### src/sstm_pkg.sv
package sstm_pkg;

  // ----------------------------------------------------------------
  // register map
  // ----------------------------------------------------------------
  localparam int unsigned AW = 3;
  localparam int unsigned DW = 8;
  localparam logic [AW-1:0] ADDR_CTRL = 3'h0;
  localparam logic [AW-1:0] ADDR_STAT = 3'h1;
  localparam logic [AW-1:0] ADDR_DLO = 3'h2;
  localparam logic [AW-1:0] ADDR_DHI = 3'h3;
  localparam logic [AW-1:0] ADDR_IRQ = 3'h4;
  localparam logic [AW-1:0] ADDR_IEN = 3'h5;
  localparam logic [AW-1:0] ADDR_PMR = 3'h6;

  // ----------------------------------------------------------------
  // serial control register fields
  // ----------------------------------------------------------------
  localparam int unsigned CTRL_CKS_LO = 0;
  localparam int unsigned CTRL_CKS_HI = 2;
  localparam int unsigned CTRL_MODE_LOWER = 3;
  localparam int unsigned CTRL_MODE_UPPER = 4;
  localparam int unsigned CTRL_TAIL_SEL = 5;
  localparam int unsigned CTRL_TAIL_EN = 6;

  // ----------------------------------------------------------------
  // serial status, request, enable and port mode fields
  // ----------------------------------------------------------------
  localparam int unsigned STAT_START = 0;
  localparam int unsigned STAT_IDLE_LVL = 1;
  localparam int unsigned STAT_TAIL_ACT = 2;
  localparam int unsigned STAT_BUSY = 3;
  localparam int unsigned IRQ_DONE = 0;
  localparam int unsigned IEN_DONE = 0;
  localparam int unsigned PMR_OUT_FN = 0;
  localparam int unsigned PMR_CLK_FN = 1;
  localparam int unsigned PMR_OPEN_DRAIN = 2;

  // ----------------------------------------------------------------
  // reset values
  // ----------------------------------------------------------------
  localparam logic [DW-1:0] RST_BYTE = 8'h00;
  localparam logic [2:0] RST_CKS = 3'h0;
  localparam logic RST_BIT = 1'b0;

  // ----------------------------------------------------------------
  // timing
  // ----------------------------------------------------------------
  localparam int unsigned HW = 16;
  // half serial clock period at clock select 0, doubled per select step
  localparam logic [HW-1:0] HALF_BASE_DEF = 16'h0080;
  localparam logic [HW-1:0] ONE_HALF = 16'h0001;

  // ----------------------------------------------------------------
  // shifter
  // ----------------------------------------------------------------
  localparam logic [3:0] LAST_BIT8 = 4'h7;
  localparam logic [3:0] LAST_BIT16 = 4'hF;
  localparam logic [3:0] BIT_ONE = 4'h1;

  // ----------------------------------------------------------------
  // tail patterns, one entry per half serial clock period
  // ----------------------------------------------------------------
  localparam int unsigned TAIL_STEPS = 8;
  localparam logic [2:0] TAIL_LAST = 3'h7;
  localparam logic [2:0] STEP_ONE = 3'h1;
  localparam logic [TAIL_STEPS-1:0] HOLD_SCL = 8'hFF;
  localparam logic [TAIL_STEPS-1:0] HOLD_SDA = 8'hF0;
  localparam logic [TAIL_STEPS-1:0] LATCH_SCL = 8'hFC;
  localparam logic [TAIL_STEPS-1:0] LATCH_SDA = 8'hCF;

  // ----------------------------------------------------------------
  // sequencer states
  // ----------------------------------------------------------------
  typedef enum logic [1:0] {
    SSTM_IDLE = 2'b00,
    SSTM_SHIFT = 2'b01,
    SSTM_TAIL = 2'b10
  } sstm_state_t;

endpackage : sstm_pkg

### src/sstm_div.sv
`timescale 1ns/1ns
module sstm_div (
  // clock and reset
  input wire logic ref_clk_i,
  input wire logic sys_rst_i,
  // control
  input wire logic run_i,
  input wire logic [sstm_pkg::HW-1:0] half_i,
  // one-cycle tick per half serial period
  output logic tick_o
);

  logic [sstm_pkg::HW-1:0] cnt_q;
  wire wrap_w = (cnt_q == 16'(half_i - sstm_pkg::ONE_HALF));

  always_ff @(posedge ref_clk_i) begin
    if (sys_rst_i || !run_i) begin
      cnt_q <= '0;
    end else begin
      cnt_q <= wrap_w ? '0 : 16'(cnt_q + sstm_pkg::ONE_HALF);
    end
  end

  // tick in the last count cycle, so the first half is not one clock long
  assign tick_o = run_i && wrap_w;

endmodule : sstm_div

### src/sstm_top.sv
`timescale 1ns/1ns
module sstm_top #(
  parameter logic [15:0] HALF_BASE = sstm_pkg::HALF_BASE_DEF
) (
  // clock and reset
  input wire logic ref_clk_i,
  input wire logic sys_rst_i,
  // register port
  input wire logic [sstm_pkg::AW-1:0] reg_addr_i,
  input wire logic [sstm_pkg::DW-1:0] reg_wdata_i,
  input wire logic reg_wr_i,
  input wire logic reg_rd_i,
  output logic [sstm_pkg::DW-1:0] reg_rdata_o,
  // interrupt
  output logic irq_o,
  // serial clock line
  output logic scl_o,
  output logic scl_oe_o,
  // serial data line
  output logic sda_o,
  output logic sda_oe_o
);

  // ----------------------------------------------------------------
  // software visible registers
  // ----------------------------------------------------------------
  logic [2:0] cks_q;
  logic mode_lower_q;
  logic mode_upper_q;
  logic tail_sel_q;
  logic tail_en_q;
  logic start_q;
  logic idle_lvl_q;
  logic [sstm_pkg::DW-1:0] dlo_q;
  logic [sstm_pkg::DW-1:0] dhi_q;
  logic done_req_q;
  logic done_ien_q;
  logic out_fn_q;
  logic clk_fn_q;
  logic open_drain_q;

  // ----------------------------------------------------------------
  // sequencer state
  // ----------------------------------------------------------------
  sstm_pkg::sstm_state_t state_q;
  sstm_pkg::sstm_state_t state_d;
  logic [15:0] sh_q;
  logic [3:0] bit_cnt_q;
  logic ph_q;
  logic [2:0] step_q;

  // ----------------------------------------------------------------
  // output flops
  // ----------------------------------------------------------------
  logic [sstm_pkg::DW-1:0] rdata_q;
  logic irq_q;
  logic scl_q;
  logic scl_oe_q;
  logic sda_q;
  logic sda_oe_q;

  // ----------------------------------------------------------------
  // address decode
  // ----------------------------------------------------------------
  wire wr_ctrl_w = reg_wr_i && (reg_addr_i == sstm_pkg::ADDR_CTRL);
  wire wr_stat_w = reg_wr_i && (reg_addr_i == sstm_pkg::ADDR_STAT);
  wire wr_dlo_w = reg_wr_i && (reg_addr_i == sstm_pkg::ADDR_DLO);
  wire wr_dhi_w = reg_wr_i && (reg_addr_i == sstm_pkg::ADDR_DHI);
  wire wr_irq_w = reg_wr_i && (reg_addr_i == sstm_pkg::ADDR_IRQ);
  wire wr_ien_w = reg_wr_i && (reg_addr_i == sstm_pkg::ADDR_IEN);
  wire wr_pmr_w = reg_wr_i && (reg_addr_i == sstm_pkg::ADDR_PMR);

  // control write with tail mode off resets the sequencer
  wire init_w = wr_ctrl_w && !reg_wdata_i[sstm_pkg::CTRL_TAIL_EN];
  wire start_set_w = wr_stat_w && reg_wdata_i[sstm_pkg::STAT_START];
  wire req_clr_w = wr_irq_w && !reg_wdata_i[sstm_pkg::IRQ_DONE];

  // ----------------------------------------------------------------
  // rate select and divider
  // ----------------------------------------------------------------
  wire [sstm_pkg::HW-1:0] half_w = 16'(HALF_BASE << cks_q);
  wire run_w = (state_q != sstm_pkg::SSTM_IDLE);
  wire tick_w;

  sstm_div u_div (
    .ref_clk_i(ref_clk_i),
    .sys_rst_i(sys_rst_i),
    .run_i(run_w),
    .half_i(half_w),
    .tick_o(tick_w)
  );

  // ----------------------------------------------------------------
  // sequencer events
  // ----------------------------------------------------------------
  wire in_idle_w = (state_q == sstm_pkg::SSTM_IDLE);
  wire in_shift_w = (state_q == sstm_pkg::SSTM_SHIFT);
  wire in_tail_w = (state_q == sstm_pkg::SSTM_TAIL);
  wire [3:0] last_idx_w = mode_lower_q ? sstm_pkg::LAST_BIT16 : sstm_pkg::LAST_BIT8;
  wire last_bit_w = (bit_cnt_q == last_idx_w);
  // continuous clock mode (upper set) never starts a word
  wire go_w = in_idle_w && start_q && !mode_upper_q && !init_w;
  wire bit_end_w = in_shift_w && tick_w && ph_q;
  wire done_w = bit_end_w && last_bit_w;
  wire tail_end_w = in_tail_w && tick_w && (step_q == sstm_pkg::TAIL_LAST);

  always_comb begin
    state_d = state_q;
    unique case (state_q)
      sstm_pkg::SSTM_IDLE: begin
        if (go_w) begin
          state_d = sstm_pkg::SSTM_SHIFT;
        end
      end
      sstm_pkg::SSTM_SHIFT: begin
        if (done_w) begin
          state_d = tail_en_q ? sstm_pkg::SSTM_TAIL : sstm_pkg::SSTM_IDLE;
        end
      end
      sstm_pkg::SSTM_TAIL: begin
        if (tail_end_w) begin
          state_d = sstm_pkg::SSTM_IDLE;
        end
      end
      default: begin
        state_d = sstm_pkg::SSTM_IDLE;
      end
    endcase
    if (init_w) begin
      state_d = sstm_pkg::SSTM_IDLE;
    end
  end

  always_ff @(posedge ref_clk_i) begin
    if (sys_rst_i) begin
      state_q <= sstm_pkg::SSTM_IDLE;
    end else begin
      state_q <= state_d;
    end
  end

  // ----------------------------------------------------------------
  // shifter, lsb first
  // ----------------------------------------------------------------
  wire [15:0] load_w = {dhi_q, dlo_q};

  always_ff @(posedge ref_clk_i) begin
    if (sys_rst_i) begin
      sh_q <= '0;
      bit_cnt_q <= '0;
      ph_q <= 1'b0;
    end else if (go_w) begin
      sh_q <= load_w;
      bit_cnt_q <= '0;
      ph_q <= 1'b0;
    end else if (bit_end_w && !last_bit_w) begin
      sh_q <= sh_q >> 1;
      bit_cnt_q <= 4'(bit_cnt_q + sstm_pkg::BIT_ONE);
      ph_q <= 1'b0;
    end else if (in_shift_w && tick_w && !ph_q) begin
      ph_q <= 1'b1;
    end
  end

  // ----------------------------------------------------------------
  // tail step counter
  // ----------------------------------------------------------------
  always_ff @(posedge ref_clk_i) begin
    if (sys_rst_i || done_w) begin
      step_q <= '0;
    end else if (in_tail_w && tick_w) begin
      step_q <= 3'(step_q + sstm_pkg::STEP_ONE);
    end
  end

  // ----------------------------------------------------------------
  // control register
  // ----------------------------------------------------------------
  always_ff @(posedge ref_clk_i) begin
    if (sys_rst_i) begin
      cks_q <= sstm_pkg::RST_CKS;
      mode_lower_q <= sstm_pkg::RST_BIT;
      mode_upper_q <= sstm_pkg::RST_BIT;
      tail_sel_q <= sstm_pkg::RST_BIT;
      tail_en_q <= sstm_pkg::RST_BIT;
    end else if (wr_ctrl_w) begin
      cks_q <= reg_wdata_i[sstm_pkg::CTRL_CKS_HI:sstm_pkg::CTRL_CKS_LO];
      mode_lower_q <= reg_wdata_i[sstm_pkg::CTRL_MODE_LOWER];
      mode_upper_q <= reg_wdata_i[sstm_pkg::CTRL_MODE_UPPER];
      tail_sel_q <= reg_wdata_i[sstm_pkg::CTRL_TAIL_SEL];
      tail_en_q <= reg_wdata_i[sstm_pkg::CTRL_TAIL_EN];
    end
  end

  // ----------------------------------------------------------------
  // status, data, request, enable and port mode registers
  // ----------------------------------------------------------------
  always_ff @(posedge ref_clk_i) begin
    if (sys_rst_i) begin
      start_q <= sstm_pkg::RST_BIT;
      idle_lvl_q <= sstm_pkg::RST_BIT;
      dlo_q <= sstm_pkg::RST_BYTE;
      dhi_q <= sstm_pkg::RST_BYTE;
      done_req_q <= sstm_pkg::RST_BIT;
      done_ien_q <= sstm_pkg::RST_BIT;
      out_fn_q <= sstm_pkg::RST_BIT;
      clk_fn_q <= sstm_pkg::RST_BIT;
      open_drain_q <= sstm_pkg::RST_BIT;
    end else begin
      if (done_w || init_w) begin
        start_q <= 1'b0;
      end else if (start_set_w) begin
        start_q <= 1'b1;
      end
      if (wr_stat_w) begin
        idle_lvl_q <= reg_wdata_i[sstm_pkg::STAT_IDLE_LVL];
      end else if (done_w && !tail_en_q) begin
        // plain mode keeps the last data bit on the line
        idle_lvl_q <= sh_q[0];
      end
      if (wr_dlo_w) begin
        dlo_q <= reg_wdata_i;
      end
      if (wr_dhi_w) begin
        dhi_q <= reg_wdata_i;
      end
      if (done_w) begin
        done_req_q <= 1'b1;
      end else if (req_clr_w) begin
        done_req_q <= 1'b0;
      end
      if (wr_ien_w) begin
        done_ien_q <= reg_wdata_i[sstm_pkg::IEN_DONE];
      end
      if (wr_pmr_w) begin
        out_fn_q <= reg_wdata_i[sstm_pkg::PMR_OUT_FN];
        clk_fn_q <= reg_wdata_i[sstm_pkg::PMR_CLK_FN];
        open_drain_q <= reg_wdata_i[sstm_pkg::PMR_OPEN_DRAIN];
      end
    end
  end

  // ----------------------------------------------------------------
  // line levels
  // ----------------------------------------------------------------
  wire [sstm_pkg::TAIL_STEPS-1:0] tail_scl_w =
    tail_sel_q ? sstm_pkg::LATCH_SCL : sstm_pkg::HOLD_SCL;
  wire [sstm_pkg::TAIL_STEPS-1:0] tail_sda_w =
    tail_sel_q ? sstm_pkg::LATCH_SDA : sstm_pkg::HOLD_SDA;
  wire scl_lvl_w = in_shift_w ? ph_q : (in_tail_w ? tail_scl_w[step_q] : 1'b1);
  // data changes on the falling clock edge, bit 0 first
  wire sda_lvl_w = in_shift_w ? sh_q[0] : (in_tail_w ? tail_sda_w[step_q] : idle_lvl_q);
  // open drain drives only the low level
  wire sda_en_w = out_fn_q && (!open_drain_q || !sda_lvl_w);

  // ----------------------------------------------------------------
  // read mux
  // ----------------------------------------------------------------
  wire [sstm_pkg::DW-1:0] ctrl_rd_w = {1'b0, tail_en_q, tail_sel_q, mode_upper_q,
                                       mode_lower_q, cks_q};
  wire [sstm_pkg::DW-1:0] stat_rd_w = {4'h0, run_w, in_tail_w, idle_lvl_q, start_q};
  wire [sstm_pkg::DW-1:0] irq_rd_w = {7'h00, done_req_q};
  wire [sstm_pkg::DW-1:0] ien_rd_w = {7'h00, done_ien_q};
  wire [sstm_pkg::DW-1:0] pmr_rd_w = {5'h00, open_drain_q, clk_fn_q, out_fn_q};
  wire [sstm_pkg::DW-1:0] rd_mux_w =
    (reg_addr_i == sstm_pkg::ADDR_CTRL) ? ctrl_rd_w :
    (reg_addr_i == sstm_pkg::ADDR_STAT) ? stat_rd_w :
    (reg_addr_i == sstm_pkg::ADDR_DLO) ? dlo_q :
    (reg_addr_i == sstm_pkg::ADDR_DHI) ? dhi_q :
    (reg_addr_i == sstm_pkg::ADDR_IRQ) ? irq_rd_w :
    (reg_addr_i == sstm_pkg::ADDR_IEN) ? ien_rd_w :
    (reg_addr_i == sstm_pkg::ADDR_PMR) ? pmr_rd_w : sstm_pkg::RST_BYTE;

  // ----------------------------------------------------------------
  // registered outputs
  // ----------------------------------------------------------------
  always_ff @(posedge ref_clk_i) begin
    if (sys_rst_i) begin
      rdata_q <= sstm_pkg::RST_BYTE;
      irq_q <= 1'b0;
      scl_q <= 1'b1;
      scl_oe_q <= 1'b0;
      sda_q <= 1'b1;
      sda_oe_q <= 1'b0;
    end else begin
      rdata_q <= reg_rd_i ? rd_mux_w : sstm_pkg::RST_BYTE;
      irq_q <= done_req_q && done_ien_q;
      scl_q <= scl_lvl_w;
      scl_oe_q <= clk_fn_q;
      sda_q <= sda_lvl_w;
      sda_oe_q <= sda_en_w;
    end
  end

  assign reg_rdata_o = rdata_q;
  assign irq_o = irq_q;
  assign scl_o = scl_q;
  assign scl_oe_o = scl_oe_q;
  assign sda_o = sda_q;
  assign sda_oe_o = sda_oe_q;

endmodule : sstm_top

### config.mk
export PLATFORM = sky130hd
export DESIGN_NAME = sstm_top
export DESIGN_NICKNAME = d
export VERILOG_FILES = /design/src/sstm_pkg.sv /design/src/sstm_div.sv /design/src/sstm_top.sv
export SDC_FILE = /design/constraint.sdc
export NUM_CORES = 1
export LEC_CHECK = 0
export BUFFER_PORTS_ARGS = -buffer_cell sky130_fd_sc_hd__clkbuf_2
export CAP_MARGIN = 20
export CELL_PAD_IN_SITES_DETAIL_PLACEMENT = 0
export CELL_PAD_IN_SITES_GLOBAL_PLACEMENT = 1
export CORE_MARGIN = 3
export CORE_UTILIZATION = 41
export DETAILED_ROUTE_END_ITERATION = 10
export HOLD_SLACK_MARGIN = 0.03
export MAX_ROUTING_LAYER = met4
export PLACE_DENSITY_LB_ADDON = 0.1
export RECOVER_POWER = 25
export SLEW_MARGIN = 30
export SYNTH_ARGS = -nofsm -noshare
export SYNTH_HDL_FRONTEND = slang
export SYNTH_HIERARCHICAL = 1
export SYNTH_SLANG_ARGS = --single-unit
export TNS_END_PERCENT = 30
### constraint.sdc
create_clock -name ref_clk_i -period 3.71 [get_ports ref_clk_i]
set_input_delay 0.371 -clock ref_clk_i [delete_from_list [all_inputs] [get_ports ref_clk_i]]
set_output_delay 0.371 -clock ref_clk_i [all_outputs]
set_load 0.02 [all_outputs]
==> reports/results.txt, run 1 <==
outcome: completed
clk_lat worst skew: 0.36 ns
Setup Skew: 0.00996 ns
Port Buffers: 27
worst path arrival time: 3.67 ns
Hold Path Stages: 3
fill count: 1035
maximum root-to-sink buffer count: 2
layout cells sized above 1: 0.0939
GR met3 Demand/Resource: 0.0472
cell accounting for the most synthesized area: dfxtp_1
R2R cell count: 11
final critical-path share of the clock period: 0.912
Reg-to-Reg End: sh_q[3]$_SDFFE_PP0P_
Leakage Power: 1.79 nW
CTS H-Tree Depth: 3
Multi-input gate area: 2580 sq um
met1 usage: 0.234
fraction of registers with async set/reset: 0
placed inst area: 4660 sq um
Period minus WS final: 3.38 ns
drt pass-1 iters: 4
final hold violation count: 0
RSZ-0062 raised after global routing: false
Syn. warnings: 6
DP HPWL: 7.73 mm
CP Capture Type: flip-flop
DRT iter0 DRCs: 175
global-route wire length before repair: 18.1 mm
Max-Cap Viols: 0
Syn Inst Count: 517
largest net degree at the start of global routing: 57
GRT Total Usage: 0.202
clock buffer count from CTS: 9
Worst Tran Pin Value: 0.973 ns
Std-Cell Rows: 36
Reg clk slew, reported paths: 0.10 ns
final instance area: 4840 sq um
HP Start: reg_wdata_i[7]
WL final: 10.7 mm
Max Freq: 296 MHz
initial antenna violation count: 0
die height: 109 um
global routing usage on met2: 0.356
Cell Pwr Density: 350 nW/um^2
Final #Nets: 590
Most Used Layer, Global Route: met2
CTS tree: done
worst-path maximum fanout: 17
sequential area share after synthesis: 0.395
number of diodes: 0
CP Launch Type: flip-flop
Post-CTS Setup Bufs: 0
Die W: 109 um
main flop type after synthesis: dfxtp_1
register area: 1700 sq um
share of the synthesized area in the top cell type: 0.395
core footprint: 10000 sq um
Seq cells post-synth: 85
CP required: 4.00 ns
GRT overflow: 0
TNS Setup: 0 ns
root buf cell: clkbuf_8
Max-slew headroom: 0.346
min-delay worst type: input port to flip-flop
critical path class: flip-flop to flip-flop
I/O pin count: 28
max-slew violations: 0
EDFF count, synth: 0
vias in the first global route: 3658
Netlist cell types: 59
Worst Hold End: dlo_q[7]$_SDFFE_PP0P_
Starting Density: 0.431
Syn Area/Cell: 8.33 sq um
clock sink count: 85
Die ar.: 11800 sq um
top cells by area, synth: dfxtp_1, nand2_1, a21oi_1
R2R Setup Slk: 0.33 ns
Mapped Area: 4310 sq um
Final setup viols: 0
worst r2r src: cks_q[2]$_SDFFE_PP0N_
post-route antenna net violation count: 0
Peak VDD IR: 0.156 mV
post-cts sizing count: 0
Syn-to-layout area delta: 12.4%
vias post-DR: 3694
number of remaining DRC errors: 0
vias per cell: 5.22
Placer Congestion: 0.783
Hold Buf Count CTS: 0
WL/cell: 15.1 um
layout make-up:
cell class	instances	area share
flip-flops and latches	85	0.351
clock buffers	9	0.0256
multi-input cells	431	0.533
clock inverters	7	0.0142
inverters	9	0.00698
repair buffers	34	0.0349
well taps	133	0.0344
placed cells by master (no fill, tap or decap), drive strengths merged, types with 3 or more instances in the layout:
cell / n
nand3: 29
mux2i: 14
or3: 3
nand2: 82
nand3b: 3
dfxtp: 85
a21oi: 46
a31oi: 8
xor2: 13
ha: 5
buf: 7
nor3: 17
inv: 13
o21ai: 8
nor4: 6
nor2b: 13
nor2: 44
xnor2: 26
a211oi: 5
and3: 4
conb: 37
nand2b: 7
clkbuf: 36
nand4: 5
and3b: 3
nor3b: 6
a22oi: 16
metrics by stage:
stage          hold slack, ns  cells  power (W)  setup WS [ns]  utilization
6_report                0.234    708    0.00169          0.327        0.484
5_1_grt                 0.213    708    0.00178         0.0144        0.484
4_1_cts                 0.206    708    0.00172          0.201        0.485
3_5_place_dp            0.436    692    0.00107          0.229        0.466
3_3_place_gp            0.441    692    0.00107          0.325        0.466
2_1_floorplan           0.419    553    0.00103          0.230            -
sequential cells by signal, summed over array words and instances (netlist names), 2 cells and up:
signal / flops
dlo_q: 8
cks_q: 3
dhi_q: 8
bit_cnt_q: 4
u_div/cnt_q: 16
state_q: 2
sh_q: 16
reg_rdata_o: 8
step_q: 3
critical path, stage by stage (launching register included):
cell and delay [ns]:
dfxtp_1 0.49, nor3_1 0.17, nor4_4 0.37, nand2_2 0.13, or4_4 0.56, a2111oi_4 0.36, and2_1 0.25, and4b_1 0.29
o21a_1 0.16, buf_4 0.23, a22oi_1 0.12, a21oi_1 0.17
metal layers:
| layer | wire, um | vias to the layer above |
|---|---|---|
| met5 | 0 | - |
| met4 | 126 | 0 |
| met3 | 289 | 9 |
| met2 | 5520 | 58 |
| met1 | 4790 | 1742 |
| li1 | - | 1885 |
cell usage after synthesis, types with 5 or more instances:
cell      count
nand2b_1      7
nand4_1       5
xor2_1       13
xnor2_1      26
inv_1         9
nor2b_1      13
mux2i_1      14
clkbuf_1     20
o21ai_0       6
ha_1          5
nand3_1      29
a31oi_1       8
nor3b_1       5
nor3_1       17
nor2_1       44
nand2_1      81
a21oi_1      46
dfxtp_1      85
a211oi_1      5
a22oi_1      16
report_power, final:
| group | switching (W) | internal, W | total, W |
|---|---|---|---|
| clock | 0.000382 | 0.000262 | 0.000644 |
| combinational | 0.0000795 | 0.0000391 | 0.000119 |
| sequential | 0.00000940 | 0.000922 | 0.000931 |
| total | 0.000471 | 0.00122 | 0.00169 |
kinds of logic (layout without fill, tap and decap cells):
kind of cell	after synthesis	in the layout	synth area share
AO/OA/AOI/OAI	98	98	0.149
AND/OR/NAND/NOR	236	236	0.279
adder cells (fa/ha/maj)	5	5	0.0145
multiplexers	16	16	0.0430
flip-flops	85	85	0.395
other	1	37	0.000870
buffers and inverters	37	59	0.0401
XOR/XNOR	39	39	0.0793
worst max-delay path by stage:
stage / from / to / slack, ns / cells after the start
after floorplan: cks_q[2]$_SDFFE_PP0N_ / sh_q[0]$_SDFFE_PP0P_ / 0.23 / 14
after global placement: cks_q[2]$_SDFFE_PP0N_ / sh_q[12]$_SDFFE_PP0P_ / 0.33 / 12
after detailed placement: cks_q[2]$_SDFFE_PP0N_ / sh_q[12]$_SDFFE_PP0P_ / 0.23 / 12
after CTS: cks_q[2]$_SDFFE_PP0N_ / sh_q[3]$_SDFFE_PP0P_ / 0.20 / 12
after global routing: cks_q[2]$_SDFFE_PP0N_ / sh_q[1]$_SDFFE_PP0P_ / 0.01 / 11
final: cks_q[2]$_SDFFE_PP0N_ / sh_q[3]$_SDFFE_PP0P_ / 0.33 / 11
Power figures use the tool's default switching activity.
==> run 2: changes to the inputs <==
Settings changed: CORE_UTILIZATION 41 to 45.
Clock period 3.71 ns to 4.15 ns, I/O delays scaled along.
==> run 2 against run 1 <==
  * Clock power is essentially flat
  * Combinational power shrank 12%
  * Register-to-register slack improved by 0.02 ns
  * Clock-buffer cell count grew 2
  * First-iteration DRC count grew 46%
  * Sequential cell count unchanged
  * Clock skew increased by 0.0011 ns
  * Die area down 8.4%
  * Via count shrank 0.51%
  * Maximum frequency down 11%
  * Worst hold slack gained 0.049 ns
  * Cell count fell by 0.85%
==> reports/results.txt, run 2 (synthesis gave the netlist of run 1 again) <==
outcome: completed
critical path class: flip-flop to flip-flop
layout cells sized above 1: 0.0855
CP Capture Type: flip-flop
vias in the first global route: 3425
Hold Buf Count CTS: 0
Port Buffers: 27
Final setup viols: 0
post-cts sizing count: 0
Die ar.: 10800 sq um
global-route wire length before repair: 17.8 mm
root buf cell: clkbuf_8
most frequent cells in the layout: dfxtp_1, nand2_1, a21oi_1, nor2_1, conb_1
drt pass-1 iters: 4
worst path arrival time: 4.07 ns
min-delay worst type: input port to flip-flop
number of diodes: 0
RSZ-0062 raised after global routing: false
Peak VDD IR: 0.140 mV
TNS Setup: 0 ns
placed cell count: 686
worst slack at placement: 0.423 ns
Cell Pwr Density: 328 nW/um^2
GRT Total Usage: 0.208
Die W: 104 um
number of remaining DRC errors: 0
post-route antenna net violation count: 0
die height: 104 um
commonest non-fill, non-tap cell in the layout: dfxtp_1
Worst Tran Pin Value: 1.07 ns
Finished Layout Cells: 702
CTS H-Tree Depth: 3
Placer Congestion: 0.855
Max-slew headroom: 0.287
CP Launch Type: flip-flop
WL/cell: 15.3 um
Setup Skew: 0.0111 ns
fill count: 946
Syn-to-layout area delta: 12.2%
worst-path maximum fanout: 18
Tot Pwr: 0.00158 W
final critical-path share of the clock period: 0.915
placed inst area: 4640 sq um
vias per cell: 5.24
top flop regs: sh_q x16, u_div/cnt_q x16
maximum root-to-sink buffer count: 2
Max-Cap Viols: 0
Post-CTS Setup Bufs: 0
GRT overflow: 0
CP required: 4.42 ns
vias post-DR: 3675
core footprint: 9280 sq um
largest net degree at the start of global routing: 36
clk_lat worst skew: 0.36 ns
Leakage Power: 1.79 nW
Final #Nets: 588
Starting Density: 0.464
Std-Cell Rows: 35
DP HPWL: 7.74 mm
CTS tree: done
clock buffer count from CTS: 9
WL final: 10.7 mm
max-slew violations: 0
I/O pin count: 28
Reg clk slew, reported paths: 0.10 ns
final hold violation count: 0
final instance area: 4830 sq um
Max Freq: 263 MHz
clock sink count: 85
DRT iter0 DRCs: 256
Period minus WS final: 3.80 ns
worst setup margin: 0.351 ns
initial antenna violation count: 0
## run 2: area by class of cell
cell class / count / area, sq um / area share
Clock buffer: 11 / 151 / 0.0313
Inverter: 9 / 33.8 / 0.00699
Tap cell: 129 / 161 / 0.0334
Timing Repair Buffer: 32 / 154 / 0.0318
Multi-Input combinational cell: 431 / 2560 / 0.531
Clock inverter: 5 / 66.3 / 0.0137
Sequential cell: 85 / 1700 / 0.352
## run 2: routing by layer
layer  part of all wire  vias up  routed length (um)  track usage
met3              0.039       15                 420       0.0287
met4              0.013        0                 142       0.0589
li1                   -     1884                   -            -
met5                  0        -                   0            -
met1               0.54     1690                5780        0.317
met2               0.41       86                4370        0.285
## run 2: worst max-delay path, stage by stage, from the launching register on
cell and delay [ns]:
dfxtp_1 0.48, and3b_1 0.25, nor4_1 0.52, nand4b_1 0.18
xnor2_1 0.21, o2111ai_1 0.19, a2111oi_4 0.36, and2_1 0.26
and4b_1 0.29, o21a_1 0.60, nand2_1 0.14, a211oi_1 0.22
## run 2: through the flow
stage / hold slack [ns] / util
floorplan: 0.419 / -
global placement: 0.449 / 0.500
detailed placement: 0.457 / 0.500
CTS: 0.276 / 0.523
global route: 0.284 / 0.521
finish: 0.283 / 0.521
## run 2: path summary, 6_finish.rpt
path | start | end | slack [ns] | cells past startpoint
setup / recovery | cks_q[2]$_SDFFE_PP0N_ | sh_q[0]$_SDFFE_PP0P_ | 0.35 | 11
hold / removal | reg_wdata_i[7] | dlo_q[7]$_SDFFE_PP0P_ | 0.28 | 3
setup reg to reg | cks_q[2]$_SDFFE_PP0N_ | sh_q[0]$_SDFFE_PP0P_ | 0.35 | 11
hold reg to reg | done_ien_q$_SDFFE_PP0P_ | irq_o$_SDFF_PP0_ | 0.46 | 2
## run 2: power breakdown
part | total, W | switching [W] | internal [W]
clock | 0.000645 | 0.000326 | 0.000319
combinational | 0.000105 | 0.0000701 | 0.0000344
sequential | 0.000833 | 0.00000961 | 0.000824
total | 0.00158 | 0.000406 | 0.00118
==> run 3: changes to the inputs <==
==> constraint.sdc (replaced) <==
create_clock -name ref_clk_i -period 4.15 [get_ports ref_clk_i]
set_input_delay 0.83 -clock ref_clk_i [delete_from_list [all_inputs] [get_ports ref_clk_i]]
set_output_delay 0.83 -clock ref_clk_i [all_outputs]
set_load 0.02 [all_outputs]
==> run 3 against run 2 <==
  * The flow now finishes with violations (capacitance limit, slew limit)
  * Clock-buffer cell count is 1 lower
  * Cell count decreased by 0.14%
  * Setup slack gained 0.074 ns
  * Clock power decreased by 18%
  * Register-to-register slack improved by 0.07 ns
  * Largest cell class unchanged
==> reports/results.txt, run 3 (synthesis gave the netlist of run 1 again) <==
WL final: 10.4 mm
R2R cell count: 11
initial antenna violation count: 0
core footprint: 9280 sq um
top flop regs: sh_q x16, u_div/cnt_q x16
min-delay worst type: flip-flop to flip-flop
largest net degree at the start of global routing: 57
Starting Density: 0.464
commonest non-fill, non-tap cell in the layout: dfxtp_1
CP Launch Type: flip-flop
fill count: 974
max-slew violations: 57
RSZ-0062 raised after global routing: false
CP Capture Type: flip-flop
Setup Skew: 0.0106 ns
Final #Nets: 587
Hold Buf Count CTS: 0
crit path cell chain: and3b_1, nor4_1, nand4b_1, xnor2_1, o2111ai_1, a2111oi_4, and2_1, and4b_1, o21ai_2, or3_1, a21oi_1
TNS Setup: 0 ns
Worst Tran Pin Value: 2.42 ns
critical path class: flip-flop to flip-flop
Reg clk slew, reported paths: 0.09 ns
GRT overflow: 0
CP required: 4.43 ns
final hold violation count: 0
Die ar.: 10800 sq um
failing checks: capacitance limit, slew limit
Placer Congestion: 0.862
Leakage Power: 1.76 nW
WL/cell: 14.9 um
cell family with most CP delay: simple AND/OR/NAND/NOR gates
Final setup viols: 0
Std-Cell Rows: 35
Max Freq: 268 MHz
Max-Cap Viols: 1
CTS tree: done
clk_lat worst skew: 0.35 ns
DP HPWL: 7.68 mm
Cell Pwr Density: 307 nW/um^2
drt pass-1 iters: 5
vias in the first global route: 3402
outcome: finished with violations
placed inst area: 4630 sq um
most frequent cells in the layout: dfxtp_1, nand2_1, a21oi_1, nor2_1, conb_1
Finished Layout Cells: 701
post-route antenna net violation count: 0
worst path arrival time: 4.01 ns
clock sink count: 85
Syn-to-layout area delta: 11.2%
Period minus WS final: 3.72 ns
layout cells sized above 1: 0.0874
vias post-DR: 3658
number of diodes: 0
root buf cell: clkbuf_8
maximum root-to-sink buffer count: 2
final critical-path share of the clock period: 0.898
Post-CTS Setup Bufs: 0
WP buf/inv: 0
clock buffer count from CTS: 9
Crit-path slowest cell: nor4_1
number of remaining DRC errors: 0
GRT Total Usage: 0.203
Die W: 104 um
worst-path maximum fanout: 19
Max-slew headroom: -0.615
CTS H-Tree Depth: 3
die height: 104 um
vias per cell: 5.22
DRT iter0 DRCs: 233
max incr delay on CP: 0.55 ns
Hold Path Stages: 2
placed cell count: 685
post-cts sizing count: 0
final instance area: 4790 sq um
Peak VDD IR: 0.190 mV
Port Buffers: 27
global-route wire length before repair: 17.5 mm
WP depth: 11
I/O pin count: 28
run 3: metrics by stage:
step                hold slack (ns)  utilization  setup slack, ns  total power [W]
finish                        0.451        0.516            0.425          0.00147
global route                  0.463        0.516            0.179          0.00154
CTS                           0.455        0.518            0.341          0.00149
detailed placement            0.456        0.499            0.379         0.000955
global placement              0.447        0.499            0.540         0.000955
floorplan                     0.419            -            0.670         0.000924
run 3: report_power, final:
part / internal, W / switching, W
Sequential: 0.000824 / 0.00000946
Clock: 0.000223 / 0.000310
Combinational: 0.0000345 / 0.0000694
Total: 0.00108 / 0.000389
run 3: worst paths after layout:
| path | start | slack [ns] | endpoint |
|---|---|---|---|
| worst max-delay path | cks_q[2]$_SDFFE_PP0N_ | 0.43 | bit_cnt_q[3]$_SDFFE_PP0P_ |
| worst min-delay path | done_ien_q$_SDFFE_PP0P_ | 0.45 | irq_o$_SDFF_PP0_ |
| worst max register to register | cks_q[2]$_SDFFE_PP0N_ | 0.43 | bit_cnt_q[3]$_SDFFE_PP0P_ |
| worst min register to register | done_ien_q$_SDFFE_PP0P_ | 0.45 | irq_o$_SDFF_PP0_ |
run 3: layout make-up:
| class | count | area [sq um] | area share |
|---|---|---|---|
| clock inverter | 6 | 48.8 | 0.0102 |
| multi-input combinational | 431 | 2570 | 0.537 |
| clock buffer | 10 | 128 | 0.0266 |
| timing repair buffer | 31 | 144 | 0.0300 |
| sequential | 85 | 1700 | 0.355 |
| inverter | 9 | 33.8 | 0.00705 |
| tap | 129 | 161 | 0.0337 |
run 3: worst min-delay path, stage by stage (launching register included):
cell and delay [ns]:
dfxtp_1 0.33, nand2_1 0.06, nor2_1 0.03
run 3: per-layer routing:
metal | up-vias | routed length, um | global-route usage
li1 | 1877 | - | -
met1 | 1689 | 5640 | 0.312
met2 | 86 | 4290 | 0.274
met3 | 6 | 419 | 0.0324
met4 | 0 | 82 | 0.0513
met5 | - | 0 | -
